## config.mk

```make
export PLATFORM = sky130hd
export DESIGN_NAME = smbus_setup_hold_start_window
export DESIGN_NICKNAME = d
export VERILOG_FILES = /design/src/rtl/smbus_timing_pkg.sv /design/src/rtl/smbus_setup_hold_start_window.sv
export VERILOG_INCLUDE_DIRS = /design/src /design/src/rtl
export SDC_FILE = /design/constraint.sdc
export NUM_CORES = 1
export LEC_CHECK = 0
export BUFFER_PORTS_ARGS = -buffer_cell sky130_fd_sc_hd__buf_2
export CAP_MARGIN = 30
export CORE_MARGIN = 1.5
export CORE_UTILIZATION = 45
export DETAILED_ROUTE_END_ITERATION = 10
export HOLD_SLACK_MARGIN = 0.03
export SETUP_SLACK_MARGIN = 0.05
export SYNTH_ARGS = -nofsm -noshare
export SYNTH_HDL_FRONTEND = slang
export SYNTH_SLANG_ARGS = --single-unit
```

## constraint.sdc

```tcl
create_clock -name clk -period 2 [get_ports clk]
set_clock_uncertainty 0.2 [all_clocks]
set_input_delay 0.4 -clock clk [delete_from_list [all_inputs] [get_ports clk]]
set_output_delay 0.4 -clock clk [all_outputs]
set_load 0.03 [all_outputs]
```

## src/rtl/smbus_timing_params.svh

```systemverilog
// timing constants for the setup/hold and start-detect window block
`ifndef SMBUS_TIMING_PARAMS_SVH
`define SMBUS_TIMING_PARAMS_SVH
`define SETUP_STD_CYC   6'h0_00B
`define HOLD_STD_CYC    6'h0_00C
`define SETUP_EXT_CYC   6'h0_01F
`define HOLD_EXT_CYC    6'h0_01F
`define SETUP_BASE_CYC  6'h0_001
`define HOLD_BASE_CYC   6'h0_001
`define WIN_NONE_CYC    4'h0_0
`define WIN_TWO_CYC     4'h0_2
`define WIN_MID_CYC     4'h0_5
`define WIN_EIGHT_CYC   4'h0_8
`define WIN_CODE_NONE   2'h0
`define WIN_CODE_TWO    2'h1
`define WIN_CODE_MID    2'h2
`define WIN_CODE_EIGHT  2'h3
`endif

```

## src/rtl/smbus_timing_pkg.sv

```systemverilog
// types for the setup/hold and start-detect window block
package smbus_timing_pkg;
  typedef enum logic [1:0] {
    WIN_NONE,
    WIN_PLUS_TWO,
    WIN_MID,
    WIN_PLUS_EIGHT
  } win_code_e;
  typedef enum logic [1:0] {
    SDA_IDLE,
    SDA_SETUP,
    SDA_HOLD
  } sda_state_e;
endpackage : smbus_timing_pkg

```

## src/rtl/smbus_setup_hold_start_window.sv

```systemverilog
// sda setup/hold stretching and start-detect window, on the system clock
// How it works
// stretch select only matters while the extension enable is one
// extension on, select zero: sda setup 11 cycles, hold 12 cycles
// extension on, select one: sda setup 31 and hold 31 cycles
// window code zero adds no delay, sda fall seen in 0-1 cycles
// code one widens window to 2-3 cycles, code three to 8-9 cycles
// scl fall inside window after sda fall is not taken as start
// software should leave the window code at zero unless lines are heavy
// code two gives a window between codes one and three
`timescale 1ns/1ps
`include "smbus_timing_params.svh"
module smbus_setup_hold_start_window (
  input  wire logic       clk,
  input  wire logic       rst_n,
  input  wire logic       clk_en,
  input  wire logic       setup_hold_extension_enable,
  input  wire logic       hold_delay_stretch_select,
  input  wire logic [1:0] start_detect_window,
  input  wire logic       sda_out_req,
  input  wire logic       scl_in,
  input  wire logic       sda_in,
  output logic            sda_oe_n,
  output logic            sda_busy,
  output logic            start_seen
);
  logic       rst_meta_q, rst_sync_q;
  logic       scl_m_q, scl_s_q, scl_prev_q;
  logic       sda_m_q, sda_s_q, sda_prev_q;
  logic       sda_drv_q;
  logic       start_q;
  logic [5:0] cnt_q;
  logic [3:0] win_q;
  logic       pend_q;
  smbus_timing_pkg::sda_state_e st_q;

  always_ff @(posedge clk or negedge rst_n) begin
    if (!rst_n) begin
      rst_meta_q <= 1'b0;
      rst_sync_q <= 1'b0;
    end else begin
      rst_meta_q <= 1'b1;
      rst_sync_q <= rst_meta_q;
    end
  end

  always_ff @(posedge clk or negedge rst_sync_q) begin
    if (!rst_sync_q) begin
      scl_m_q    <= 1'b1;
      scl_s_q    <= 1'b1;
      scl_prev_q <= 1'b1;
      sda_m_q    <= 1'b1;
      sda_s_q    <= 1'b1;
      sda_prev_q <= 1'b1;
    end else if (clk_en) begin
      scl_m_q    <= scl_in;
      scl_s_q    <= scl_m_q;
      scl_prev_q <= scl_s_q;
      sda_m_q    <= sda_in;
      sda_s_q    <= sda_m_q;
      sda_prev_q <= sda_s_q;
    end
  end

  wire scl_fall = scl_prev_q & ~scl_s_q;
  wire scl_rise = ~scl_prev_q & scl_s_q;
  wire sda_fall = sda_prev_q & ~sda_s_q;

  // extension select is ignored unless the extension enable is set
  wire       ext_on    = setup_hold_extension_enable;
  wire       ext_long  = ext_on & hold_delay_stretch_select;
  wire [5:0] setup_cyc = !ext_on  ? `SETUP_BASE_CYC :
                         ext_long ? `SETUP_EXT_CYC : `SETUP_STD_CYC;
  wire [5:0] hold_cyc  = !ext_on  ? `HOLD_BASE_CYC :
                         ext_long ? `HOLD_EXT_CYC : `HOLD_STD_CYC;

  function automatic logic [3:0] win_len(input logic [1:0] code);
    case (code)
      `WIN_CODE_TWO:   win_len = `WIN_TWO_CYC;
      `WIN_CODE_MID:   win_len = `WIN_MID_CYC;
      `WIN_CODE_EIGHT: win_len = `WIN_EIGHT_CYC;
      default:         win_len = `WIN_NONE_CYC;
    endcase
  endfunction : win_len

  wire [3:0] win_cyc = win_len(start_detect_window);

  // sda changes only while scl is low; setup counted before scl rises is
  // enforced by holding busy so the master delays releasing scl
  always_ff @(posedge clk or negedge rst_sync_q) begin
    if (!rst_sync_q) begin
      st_q      <= smbus_timing_pkg::SDA_IDLE;
      cnt_q     <= 6'h0_0;
      sda_drv_q <= 1'b0;
    end else if (clk_en) begin
      unique case (st_q)
        smbus_timing_pkg::SDA_IDLE: begin
          if (scl_fall) begin
            st_q  <= smbus_timing_pkg::SDA_HOLD;
            cnt_q <= hold_cyc;
          end else if (sda_out_req != sda_drv_q && !scl_s_q) begin
            sda_drv_q <= sda_out_req;
            st_q      <= smbus_timing_pkg::SDA_SETUP;
            cnt_q     <= setup_cyc;
          end
        end
        smbus_timing_pkg::SDA_HOLD: begin
          if (cnt_q == 6'h0_1) st_q <= smbus_timing_pkg::SDA_IDLE;
          cnt_q <= cnt_q - 6'h0_1;
        end
        smbus_timing_pkg::SDA_SETUP: begin
          if (cnt_q == 6'h0_1) st_q <= smbus_timing_pkg::SDA_IDLE;
          cnt_q <= cnt_q - 6'h0_1;
        end
      endcase
    end
  end

  // sda fall with scl high waits out the window; an scl fall meanwhile
  // marks it a late data bit, not a start, at the cost of added latency
  wire start_cand = sda_fall & scl_s_q;

  always_ff @(posedge clk or negedge rst_sync_q) begin
    if (!rst_sync_q) begin
      win_q   <= 4'h0_0;
      pend_q  <= 1'b0;
      start_q <= 1'b0;
    end else if (clk_en) begin
      start_q <= 1'b0;
      if (pend_q) begin
        if (!scl_s_q) begin
          pend_q <= 1'b0;
          win_q  <= 4'h0;
        end else if (win_q == 4'h1) begin
          pend_q  <= 1'b0;
          win_q   <= 4'h0;
          start_q <= 1'b1;
        end else begin
          win_q <= win_q - 4'h1;
        end
      end else if (start_cand) begin
        if (win_cyc == 4'h0) start_q <= 1'b1;
        else begin
          pend_q <= 1'b1;
          win_q  <= win_cyc;
        end
      end
    end
  end

  assign sda_oe_n   = ~sda_drv_q;
  assign sda_busy   = (st_q != smbus_timing_pkg::SDA_IDLE);
  assign start_seen = start_q;

  a_hold_len_std: assert property (@(posedge clk) disable iff (!rst_sync_q)
    (clk_en && st_q == smbus_timing_pkg::SDA_IDLE && scl_fall && ext_on && !ext_long)
    |=> cnt_q == 6'h0_0C)
    else $error("standard hold count wrong");
  a_hold_len_ext: assert property (@(posedge clk) disable iff (!rst_sync_q)
    (clk_en && st_q == smbus_timing_pkg::SDA_IDLE && scl_fall && ext_long)
    |=> cnt_q == 6'h0_1F)
    else $error("extended hold count wrong");
  a_select_gated: assert property (@(posedge clk) disable iff (!rst_sync_q)
    (clk_en && st_q == smbus_timing_pkg::SDA_IDLE && scl_fall && !ext_on)
    |=> cnt_q == 6'h0_01)
    else $error("stretch select acted without enable");
  a_sda_stable_hold: assert property (@(posedge clk) disable iff (!rst_sync_q)
    (st_q == smbus_timing_pkg::SDA_HOLD) |=> $stable(sda_oe_n))
    else $error("sda moved during hold");

  a_win_eight: assert property (@(posedge clk) disable iff (!rst_sync_q)
    (clk_en && !pend_q && start_cand && start_detect_window == 2'h3)
    |=> (pend_q && win_q == 4'h8))
    else $error("eight cycle window not loaded");

  a_win_two: assert property (@(posedge clk) disable iff (!rst_sync_q)
    (clk_en && !pend_q && start_cand && start_detect_window == 2'h1)
    |=> (pend_q && win_q == 4'h2))
    else $error("two cycle window not loaded");

  a_win_mid: assert property (@(posedge clk) disable iff (!rst_sync_q)
    (clk_en && !pend_q && start_cand && start_detect_window == 2'h2)
    |=> (pend_q && win_q > 4'h2 && win_q < 4'h8))
    else $error("middle window out of range");

  a_no_false_start: assert property (@(posedge clk) disable iff (!rst_sync_q)
    (clk_en && pend_q && !scl_s_q)
    |=> (!start_seen && !pend_q))
    else $error("start seen inside window");

  a_start_prompt: assert property (@(posedge clk) disable iff (!rst_sync_q)
    (clk_en && !pend_q && start_cand && start_detect_window == 2'h0)
    |=> start_seen)
    else $error("start not flagged");

  a_start_late: assert property (@(posedge clk) disable iff (!rst_sync_q)
    (clk_en && pend_q && scl_s_q && win_q == 4'h1)
    |=> start_seen)
    else $error("start not flagged after window");

  a_start_pulse: assert property (@(posedge clk) disable iff (!rst_sync_q)
    (clk_en && start_seen)
    |=> !start_seen)
    else $error("start pulse longer than one cycle");

  a_setup_len_std: assert property (@(posedge clk) disable iff (!rst_sync_q)
    (clk_en && st_q == smbus_timing_pkg::SDA_IDLE && !scl_fall && !scl_s_q
     && sda_out_req != sda_drv_q && ext_on && !ext_long) |=> cnt_q == 6'h0B)
    else $error("standard setup count wrong");

  a_setup_len_ext: assert property (@(posedge clk) disable iff (!rst_sync_q)
    (clk_en && st_q == smbus_timing_pkg::SDA_IDLE && !scl_fall && !scl_s_q
     && sda_out_req != sda_drv_q && ext_long) |=> cnt_q == 6'h1F)
    else $error("extended setup count wrong");

  a_setup_gated: assert property (@(posedge clk) disable iff (!rst_sync_q)
    (clk_en && st_q == smbus_timing_pkg::SDA_IDLE && !scl_fall && !scl_s_q
     && sda_out_req != sda_drv_q && !ext_on) |=> cnt_q == 6'h01)
    else $error("setup select acted without enable");

  a_sda_stable_setup: assert property (@(posedge clk) disable iff (!rst_sync_q)
    (st_q == smbus_timing_pkg::SDA_SETUP)
    |=> $stable(sda_oe_n))
    else $error("sda moved during setup");

  a_oe_scl_low: assert property (@(posedge clk) disable iff (!rst_sync_q)
    (clk_en && scl_s_q)
    |=> $stable(sda_oe_n))
    else $error("sda moved while scl high");

  a_busy_after_fall: assert property (@(posedge clk) disable iff (!rst_sync_q)
    (clk_en && st_q == smbus_timing_pkg::SDA_IDLE && scl_fall)
    |=> sda_busy)
    else $error("hold not started on scl fall");
endmodule : smbus_setup_hold_start_window

```

# After elaboration in Yosys (flattened, before gate mapping)
# Cells that the tools add are included.
dict set report word_totals {
  reg_bits 23
  inputBits 10
  output_inout_bits 3
  elab_cells 73
}
dict set report classes {
  n_addsub 2
  eq_ne 11
  muxes 27
  n_bitwise 8
  n_reduce_logical 11
}
# operator count
set op_table {}
lappend op_table {{4-bit 2-to-1 mux} 5}
lappend op_table {{5-bit 2-to-1 mux} 4}
lappend op_table {{6-bit 2-to-1 mux} 2}
lappend op_table {{4-bit case mux with 3 select lines} 1}
lappend op_table {{6-bit case mux with 2 select lines} 1}
lappend op_table {{1-bit 2-to-1 mux} 10}
lappend op_table {{2-bit == test (second input constant)} 3}
lappend op_table {{6-bit by 1-bit == test with 1-bit output (second input constant)} 1}
lappend op_table {{2-bit 2-to-1 mux} 3}
lappend op_table {{3-bit AND reduction} 2}
lappend op_table {{6-bit by 1-bit subtractor with 6-bit output (second input constant)} 1}
lappend op_table {{1-bit AND} 4}
lappend op_table {{2-bit by 1-bit == test with 1-bit output (second input constant)} 2}
lappend op_table {{4-bit by 1-bit == test with 1-bit output (second input constant)} 1}
lappend op_table {{4-bit logical NOT} 1}
lappend op_table {{1-bit NOT} 4}
lappend op_table {{2-bit case mux with 2 select lines} 1}
lappend op_table {{4-bit AND reduction} 1}
lappend op_table {{2-bit nonzero test} 2}
lappend op_table {{4-bit by 1-bit subtractor with 4-bit output (second input constant)} 1}
lappend op_table {{3-bit inequality test (second input constant)} 1}
lappend op_table {{2-bit logical NOT} 1}
lappend op_table {{2-bit by 1-bit inequality test with 1-bit output (second input constant)} 1}
lappend op_table {{2-bit inequality test (second input constant)} 1}
lappend op_table {{other kinds (5)} 5}

# Logic depth before layout (Yosys ltp)
# Gate-level depths: netlist of the first run.
dict set report depth {
  depth_word 6
  ltp_mapped 7
  ltp_nobuf 6
}

# Worst setup path before layout of the first run
# Ideal clock, no wire load.
dict set report synth_timing {
  kind {reg2reg}
  start {register st_q[0]}
  end {register cnt_q[5]}
  t_arrival_ps 1384
  setup_slack_ps 278
  stages_incl_launch_ff 7
  synth_period_minus_slack_ps 1722
  path_cell_list {dfrtp_1 -> inv_1 -> ha_1 -> inv_1 -> o311ai_4 -> buf_4 -> o221ai_1}
}
dict set report synth_via {
  elab_chain_len 3
}
# element line
set synth_rtl {}
lappend synth_rtl {{from (decl)} smbus_setup_hold_start_window.sv:35} ;# smbus_timing_pkg::sda_state_e st_q;
lappend synth_rtl {{from (signal assigned)} smbus_setup_hold_start_window.sv:92} ;# st_q <= smbus_timing_pkg::SDA_IDLE;
lappend synth_rtl {{from (signal assigned)} smbus_setup_hold_start_window.sv:99} ;# st_q <= smbus_timing_pkg::SDA_HOLD;
lappend synth_rtl {{from (signal assigned)} smbus_setup_hold_start_window.sv:103} ;# st_q <= smbus_timing_pkg::SDA_SETUP;
lappend synth_rtl {{2-bit by 1-bit == test with 1-bit output, or another cell as far along} smbus_setup_hold_start_window.sv:96} ;# unique case (st_q)
lappend synth_rtl {{2-bit OR reduction (no line) or 3-bit inequality test (tied branches)} n/a}
lappend synth_rtl {{6-bit case mux with 2 select lines or 2-bit AND reduction (tied branches)} n/a}
lappend synth_rtl {{to (signal assigned)} smbus_setup_hold_start_window.sv:100} ;# cnt_q <= hold_cyc;
lappend synth_rtl {{to (signal assigned)} smbus_setup_hold_start_window.sv:104} ;# cnt_q <= setup_cyc;
lappend synth_rtl {{to (signal assigned)} smbus_setup_hold_start_window.sv:109} ;# cnt_q <= cnt_q - 6'h0_1;
lappend synth_rtl {{to (decl)} smbus_setup_hold_start_window.sv:32} ;# logic [5:0] cnt_q;
# Parallel ways exist; a longest one is shown, timed or not.
# A chain may end at the register's enable or synchronous reset.

# Worst setup path after layout of the first run
dict set report layout_timing {
  start {register st_q[0]}
  end {output sda_busy}
}
dict set report layout_via {
  elab_chain_len 1
}
# element line
set layout_rtl {}
lappend layout_rtl {{2-bit nonzero test} smbus_setup_hold_start_window.sv:152} ;# assign sda_busy = (st_q != smbus_timing_pkg::SDA_IDLE);
lappend layout_rtl {{to (decl)} smbus_setup_hold_start_window.sv:24} ;# output logic sda_busy,
# No other way between the ends.

==> results.json, run 1 <==
{
  "hpwlAfterDp_mm": 1.71,
  "fin_crit_sh_pct": 92.6,
  "numPortBuffers": 12,
  "synth_area_per_cell_um2": 10.1,
  "grt-ovfl-total": 0,
  "ctsRootBufferMaster": "clkbuf_4",
  "yosysSeqAreaShare_pct": 44.4,
  "grt_pass1_wl_mm": 4.11,
  "via_count": 977,
  "power_density_mw_per_mm2": 1370,
  "ys_async_sr_fraction_pct": 100,
  "setup_slack_ns": 0.147,
  "htree_levels": 1,
  "finalWeightedCongestion": 0.796,
  "cts-hold-fix-buffers": 1,
  "finalNetCount": 163,
  "p_switching_uw": 849,
  "ctsLongestPathBuffers": 2,
  "drive_above_1_share_pct": 25.2,
  "synthFlopType": "dfrtp_1",
  "synth_nets": 145,
  "worst_setup_path_start_kind": "flip-flop",
  "grt_max_degree": 22,
  "area_growth_pct": 9.72,
  "first_pass_iters": 4,
  "first_iter_violations": 18,
  "setup.worst_path.end": "sda_busy",
  "clkPwrFrac_pct": 10.8,
  "sw_frac_of_total_pct": 43.2,
  "clk_latency_ns": 0.30,
  "place_ws_ns": 0.251,
  "end_kind": "output port",
  "syn_area_mm2": 0.00131,
  "cts_sinks": 23,
  "grt_usage_pct": 15.9,
  "drv_slew": 0,
  "path_max_fanout": 3,
  "reg.largest.list": "cnt_q x6, win_q x4, st_q x2",
  "chipHeight_um": 57.0,
  "drc": 0,
  "p_int_mw": 1.12,
  "worstPathArrival_ns": 1.25,
  "rows": 19,
  "crit_required_ns": 1.40,
  "synth_edf_count": 0,
  "cts_resized": 0,
  "antenna_found_initial": 0,
  "dieArea_mm2": 0.00325,
  "final_cells": 178,
  "reg2regPathDepth": 7,
  "synth.distinct_cells": 44,
  "hold_slack_ns": 0.0143,
  "wl_per_cell_um": 13.1,
  "finalSetupViolations": 0,
  "detail-route-antenna-nets": 0,
  "clk_pin_slew_ns": 0.13,
  "grt_pass1_vias": 958,
  "hold_path.class": "flip-flop to async pin",
  "max-vdd-ir-drop_uv": 877,
  "cts_inserted_buffers": 3,
  "finalHoldViolCount": 0,
  "r2r_end": "st_q[0]",
  "fin_crit_ns": 1.85,
  "synthCells": 130,
  "setup_tns_ns": 0,
  "r2r_start": "st_q[1]",
  "status": "complete, no violations",
  "fin_util_pct": 52.2,
  "p_leak_nw": 0.637,
  "start_util_pct": 47.6,
  "ios": 13,
  "n_fill_cell": 270,
  "fp.dieW_um": 57.0,
  "seqPwrFrac_pct": 40.5,
  "max_freq_mhz": 540,
  "top_register": "cnt_q",
  "ys_ff_latch": 23,
  "post-cts-setup-buffer-count": 0,
  "wl_mm": 2.32,
  "maxCapViolCount": 0,
  "worstSetupStartpoint": "st_q[0]",
  "largest_reg_flops": 6,
  "coreArea_mm2": 0.00276,
  "worstSetupPathType": "flip-flop to output port",
  "grt_setup_unrepaired": "false",
  "r2r_slack_ns": 0.22,
  "p_comb_share_pct": 48.7,
  "place_inst": 173,
  "num_antenna_cells": 0,
  "cts_tree": "done",
  "vias_per_cell": 5.49,
  "synth_warnings": 0
}
==> how the worst min path moves through the flow <==
stage,depth (start not counted),end,startpoint
2_1_floorplan,0,rst_meta_q,rst_n
3_3_place_gp,1,rst_sync_q,rst_n
3_5_place_dp,1,rst_sync_q,rst_n
4_1_cts,1,st_q[0],rst_sync_q
6_report,1,st_q[0],rst_sync_q
5_1_grt,1,st_q[0],rst_sync_q
==> layout by cell type (no fill, tap or decap), types with 2 or more instances in the layout <==
cell type  count
buf_2         12
dfrtp_1       17
nor3_1         4
inv_1         14
nand2_1        7
nor2b_1        2
nor2_1         9
a22o_1         3
buf_4          3
clkbuf_4       3
nand2b_1       2
dfstp_2        6
o21ai_0       14
nand3_1        2
nor3b_1        2
mux2_2         5
ha_1           5
a21oi_1        8
==> worst max-delay path, stage by stage, from the launching register on <==
cell	delay, ns
dfrtp_1	0.36
inv_1	0.05
ha_1	0.20
inv_1	0.12
buf_2	0.22
==> routing by layer <==
layer | routed length, um | part of all wire, % | GRT usage [%] | up-vias
met2 | 1080 | 46 | 27.4 | 8
li1 | - | - | - | 499
met1 | 1190 | 51 | 20.8 | 468
met4 | 16 | 0.69 | 3.99 | 0
met3 | 39 | 1.7 | 2.72 | 2
met5 | 0 | 0 | 0 | -
==> cell families after synthesis <==
logic type,count (synthesis),share of synthesized area (%)
AOI/OAI and AO/OA,39,22.0
and+or+nand+nor,39,17.3
DFF,23,44.4
buffers and inverters,17,6.29
adders and majority gates,5,4.77
muxes,5,4.29
other,1,0.286
xor gates and xnor gates,1,0.667
==> stage by stage <==
step / total power, mW / cell area, um2
finish: 1.97 / 1440
global placement: 1.73 / 1400
floorplan: 1.53 / 1310
CTS: 1.98 / 1440
detailed placement: 1.76 / 1400
global route: 2.15 / 1440
==> cell type report <==
type | instances | area (um2) | area share (%)
flip-flops and latches | 23 | 583 | 40.5
well taps | 31 | 38.8 | 2.69
repair buffers | 16 | 92.6 | 6.43
inverters | 14 | 52.6 | 3.65
multi-input cells | 90 | 647 | 44.9
clock buffers | 4 | 26.3 | 1.82
==> cells in the mapped netlist (2+ instances only) <==
library cell | number | area [um2]
ha_1 | 5 | 62.6
mux2_2 | 5 | 56.3
nor3_1 | 4 | 20.0
nor2b_1 | 2 | 12.5
nand2b_1 | 2 | 12.5
nand3_1 | 2 | 10.0
nand2_1 | 7 | 26.3
dfrtp_1 | 17 | 425
nor2_1 | 9 | 33.8
o21ai_0 | 14 | 70.1
a22o_1 | 3 | 26.3
inv_1 | 14 | 52.6
a21oi_1 | 8 | 40.0
nor3b_1 | 2 | 15.0
dfstp_2 | 6 | 158
buf_6 | 2 | 22.5
==> power groups by stage <==
stage	registers [mW]	logic [mW]	clock network (mW)
finish	0.797	0.957	0.212
global route	0.820	1.09	0.236
CTS	0.798	0.963	0.224
detailed placement	0.806	0.951	0
global placement	0.802	0.933	0
floorplan	0.768	0.760	0
(Power assumes the default switching activity.)
==> inputs of run 2 (changes only) <==
clock period = 1.8 ns   (was 2 ns; I/O delays follow)
==> run 2 against run 1 <==
Effect of this change:
- flip-flop and latch count is the same
- clock power up 17%
- first-iteration DRC count increased by 61%
- largest cell class unchanged
- highest routed layer unchanged
==> results.json, run 2 (synthesis gave the netlist of run 1 again) <==
{
  "grt_pass1_wl_mm": 3.92,
  "hold_path.class": "input port to flip-flop",
  "grt_max_degree": 22,
  "end_kind": "output port",
  "dieArea_mm2": 0.00325,
  "area_growth_pct": 14.0,
  "coreArea_mm2": 0.00276,
  "status": "complete, no violations",
  "wl_per_cell_um": 12.7,
  "max-vdd-ir-drop_uv": 1260,
  "clk_pin_slew_ns": 0.13,
  "final_cell_mix": "17 x dfrtp_1, 14 x o21ai_0, 12 x inv_1, 11 x buf_2, 9 x nor2_1",
  "n_fill_cell": 240,
  "detail-route-antenna-nets": 0,
  "multi_input_area_um2": 649,
  "hpwlAfterDp_mm": 1.69,
  "clk_latency_ns": 0.32,
  "top_register": "cnt_q",
  "ctsLongestPathBuffers": 2,
  "htree_levels": 1,
  "worstPathArrival_ns": 1.16,
  "max_freq_mhz": 580,
  "finalHoldViolCount": 0,
  "hold_slack_ns": 0.0602,
  "grt_usage_pct": 15.7,
  "power_mw": 2.29,
  "drv_slew": 0,
  "fin_crit_ns": 1.72,
  "chipHeight_um": 57.0,
  "finalWeightedCongestion": 0.797,
  "layout_commonest_cell": "dfrtp_1",
  "finalNetCount": 168,
  "ios": 13,
  "drive_above_1_share_pct": 29.6,
  "final_cells": 183,
  "numPortBuffers": 12,
  "num_antenna_cells": 0,
  "grt_pass1_vias": 895,
  "maxCapViolCount": 0,
  "antenna_found_initial": 0,
  "vias_per_cell": 5.50,
  "cts_inserted_buffers": 3,
  "first_pass_iters": 4,
  "regArea_um2": 583,
  "grt_setup_unrepaired": "true",
  "start_util_pct": 47.6,
  "crit_required_ns": 1.24,
  "largest_reg_flops": 6,
  "fin_crit_sh_pct": 95.8,
  "place_inst": 174,
  "grt-ovfl-total": 0,
  "setup_tns_ns": 0,
  "worstSetupPathType": "flip-flop to output port",
  "ctsRootBufferMaster": "clkbuf_4",
  "cts_sinks": 23,
  "reg.largest.list": "cnt_q x6, win_q x4, st_q x2",
  "p_leak_nw": 0.660,
  "wl_mm": 2.32,
  "worst_setup_path_start_kind": "flip-flop",
  "cts_tree": "done",
  "finalSetupViolations": 0,
  "drc": 0,
  "power_density_mw_per_mm2": 1530,
  "first_iter_violations": 29,
  "via_count": 1007,
  "fp.dieW_um": 57.0,
  "path_max_fanout": 3,
  "rows": 19
}
## run 2: layer usage
layer | vias to the layer above | global-route usage [%] | part of all wire, %
li1 | 504 | - | -
met1 | 479 | 20.6 | 49
met2 | 19 | 25.0 | 46
met3 | 5 | 4.76 | 3.9
met4 | 0 | 4.98 | 1.3
met5 | - | 0 | 0
## run 2: area by class of cell
cell class                      instances  share of cell area [%]
Tap cell                               31                    2.59
Clock buffer                            3                    1.51
Clock inverter                          1                   0.502
Inverter                               14                    3.51
Timing Repair Buffer                   21                    9.53
Sequential cell                        23                    39.0
Multi-Input combinational cell         90                    43.4
## run 2: metrics by stage
step                      worst slack, ns  utilization [%]  instance area, um2
after floorplan                    0.0776                -                1310
after global routing             -0.00312             54.3                1500
after global placement              0.126             51.2                1410
after CTS                          0.0566             53.3                1470
after detailed placement            0.110             51.2                1410
final                              0.0763             54.3                1500
## run 2: worst max-delay path, cell delays in order (launching register included)
cell and delay, ns:
dfrtp_1 0.40, inv_1 0.06, ha_2 0.19, inv_2 0.06, buf_6 0.13
## run 2: final timing paths
path	startpoint	endpoint	slack, ns	cells past startpoint
max in group asynchronous	rst_sync_q	scl_prev_q	0.59	2
min in group asynchronous	rst_n	rst_sync_q	0.14	2
worst min-delay path	scl_in	scl_m_q	0.06	2
worst max register to register	st_q[1]	st_q[0]	0.12	6
worst min register to register	rst_meta_q	rst_sync_q	0.19	0
worst max-delay path	st_q[1]	sda_busy	0.08	4
## run 2: where the power goes
| part | internal (mW) | switching, mW | leakage [nW] |
|---|---|---|---|
| Sequential | 0.707 | 0.177 | 0.272 |
| Combinational | 0.531 | 0.627 | 0.374 |
| Clock | 0.0849 | 0.163 | 0.0139 |
## run 2: repair_timing
action                                  4_1_cts  5_1_grt
endpoints found under the hold margin         8        0
endpoints found under the setup margin        1        7
resized for setup                             4        2
pin swaps                                     0        1
buffers inserted                              0        3
hold buffers                                  2        0
==> inputs of run 3 (changes only) <==
ABC_AREA = 1   (was not set)
CTS_BUF_LIST = sky130_fd_sc_hd__clkbuf_8   (was not set)
==> run 3 against run 2 <==
Effect of this change:
- register-to-register slack gained 0.09 ns
- synthesized area shrank 2.3%
- global-route usage grew 1.0 points
- design area shrank 2.7%
- maximum frequency grew 4.7%
- critical path type unchanged
- critical endpoint unchanged
- largest power group unchanged
==> results.json, run 3 <==
{
  "clkPwrFrac_pct": 15.5,
  "synth_nets": 191,
  "yosys.area.top_type": "dfrtp_1",
  "max_freq_mhz": 607,
  "htree_levels": 1,
  "drv_slew": 0,
  "p_int_mw": 1.13,
  "power_mw": 1.95,
  "seqPwrFrac_pct": 39.5,
  "synth_area_per_cell_um2": 7.29,
  "fin_crit_sh_pct": 91.5,
  "n_fill_cell": 269,
  "reg2regPathDepth": 9,
  "detail-route-antenna-nets": 0,
  "end_kind": "output port",
  "start_util_pct": 46.9,
  "wl_per_cell_um": 10.9,
  "setup_slack_ns": 0.154,
  "p_leak_nw": 0.791,
  "status": "complete, no violations",
  "grt_pass1_vias": 1051,
  "hp-start": "sda_in",
  "dieArea_mm2": 0.00318,
  "design_area_mm2": 0.00146,
  "max-vdd-ir-drop_uv": 750,
  "p_comb_share_pct": 44.9,
  "numPortBuffers": 12,
  "grt_usage_pct": 16.7,
  "synth_area_leaders": "dfrtp_1 33%, nand2_1 20%, dfstp_2 12%",
  "whs_endpoint": "sda_m_q",
  "finalWeightedCongestion": 0.868,
  "num_antenna_cells": 0,
  "first_pass_iters": 4,
  "ctsRootBufferMaster": "clkbuf_8",
  "r2r_slack_ns": 0.21,
  "rows": 19,
  "worstPathArrival_ns": 1.09,
  "vias_per_cell": 4.87,
  "ys_ff_latch": 23,
  "sw_frac_of_total_pct": 42.3,
  "chipHeight_um": 56.4,
  "r2r_start": "st_q[0]",
  "dpl_cell_area_mm2": 0.00139,
  "finalSetupViolations": 0,
  "wl_mm": 2.47,
  "hpwlAfterDp_mm": 1.88,
  "r2r_end": "cnt_q[2]",
  "grt-ovfl-total": 0,
  "path_max_fanout": 2,
  "largest_reg_flops": 6,
  "yosysMostFrequentCell": "nand2_1",
  "synth_warnings": 0,
  "layout_commonest_cell": "nand2_1",
  "ctsLongestPathBuffers": 2,
  "cts_tree": "done",
  "crit_required_ns": 1.24,
  "grt_max_degree": 22,
  "fp.dieW_um": 56.4,
  "fin_util_pct": 53.3,
  "cts_sinks": 23,
  "yosysSeqAreaShare_pct": 45.5,
  "synth_top_area_share_pct": 33.2,
  "drc": 0,
  "fin_crit_ns": 1.65,
  "coreArea_mm2": 0.00273,
  "top_register": "cnt_q",
  "syn_area_mm2": 0.00128,
  "holdPathStages": 3,
  "reg.largest.list": "cnt_q x6, win_q x4, st_q x2",
  "cts_inserted_buffers": 3,
  "ios": 13,
  "finalHoldViolCount": 0,
  "maxCapViolCount": 0,
  "first_iter_violations": 26,
  "final_cell_mix": "68 x nand2_1, 22 x inv_1, 17 x dfrtp_1, 15 x nor2_1, 12 x buf_2",
  "power_density_mw_per_mm2": 1340,
  "clk_latency_ns": 0.26,
  "setup_tns_ns": 0,
  "drive_above_1_share_pct": 16.9,
  "antenna_found_initial": 0,
  "hold_path.class": "input port to flip-flop",
  "p_switching_uw": 826,
  "finalNetCount": 211,
  "synthCells": 176,
  "clk_pin_slew_ns": 0.07,
  "ys_async_sr_fraction_pct": 100,
  "worst_setup_path_start_kind": "flip-flop",
  "synth_top_cells_by_count": "68 x nand2_1, 22 x inv_1, 17 x dfrtp_1, 15 x nor2_1, 11 x o21ai_0",
  "synth.distinct_cells": 22,
  "post-cts-setup-buffer-count": 0,
  "place_ws_ns": 0.159,
  "via_count": 1101,
  "worstSetupPathType": "flip-flop to output port",
  "area_growth_pct": 13.6,
  "grt_setup_unrepaired": "false",
  "synthFlopType": "dfrtp_1",
  "grt_pass1_wl_mm": 4.22,
  "synth_edf_count": 0
}
==> run 3: layout make-up <==
class                   instances  area, um2  area share, %
clock inverters                 1       3.75          0.258
well taps                      31       38.8           2.66
inverters                      25       93.8           6.44
clock buffers                   3       41.3           2.84
flip-flops and latches         23        583           40.0
repair buffers                 16       95.1           6.53
multi-input cells             127        601           41.2
==> run 3: cells by family after synthesis <==
kind of cell	share of synthesized area [%]
AO/OA/AOI/OAI	7.61
XOR/XNOR	1.37
adder cells (fa/ha/maj)	4.88
buffers and inverters	7.71
flip-flops	45.5
other	0.292
AND/OR/NAND/NOR	32.7
==> run 3: timing repair <==
item                                   in CTS  in global routing
hold buffers                                2                  0
gates resized for setup                     0                  1
setup endpoints to repair                   0                  1
endpoints found under the hold margin      17                  0
==> run 3: routing by layer <==
layer  vias to the layer above  track usage [%]  routed length (um)
met5                         -                0                   0
met2                        16             29.4                1230
li1                        581                -                   -
met1                       502             20.6                1130
met4                         0             3.40                  13
met3                         2             4.38                  87
==> run 3: worst max path at each step <==
stage	to	start	slack, ns	cells after the start
floorplan	cnt_q[2]	st_q[0]	0.29	9
global placement	cnt_q[2]	st_q[0]	0.23	9
finish	sda_busy	st_q[0]	0.15	4
detailed placement	cnt_q[2]	st_q[0]	0.16	9
CTS	cnt_q[2]	st_q[0]	0.14	9
global route	sda_busy	st_q[1]	0.09	4
==> run 3: critical path, stage by stage (launching register included) <==
cell	delay (ns)
dfrtp_1	0.35
inv_1	0.04
ha_1	0.20
inv_1	0.05
buf_2	0.18
==> run 3: per-stage QoR <==
stage               hold slack, ns  instances
floorplan                   -0.136        176
global placement           -0.0556        220
detailed placement         -0.0469        220
CTS                         0.0864        226
global route                0.0974        226
finish                      0.0948        226
==> run 3: power by group through the flow <==
| stage | registers [mW] | logic, mW | clock network [mW] |
|---|---|---|---|
| after global routing | 0.794 | 1.01 | 0.333 |
| final | 0.773 | 0.878 | 0.303 |
| after floorplan | 0.761 | 0.683 | 0 |
| after detailed placement | 0.780 | 0.868 | 0 |
| after global placement | 0.774 | 0.854 | 0 |
| after CTS | 0.771 | 0.877 | 0.316 |
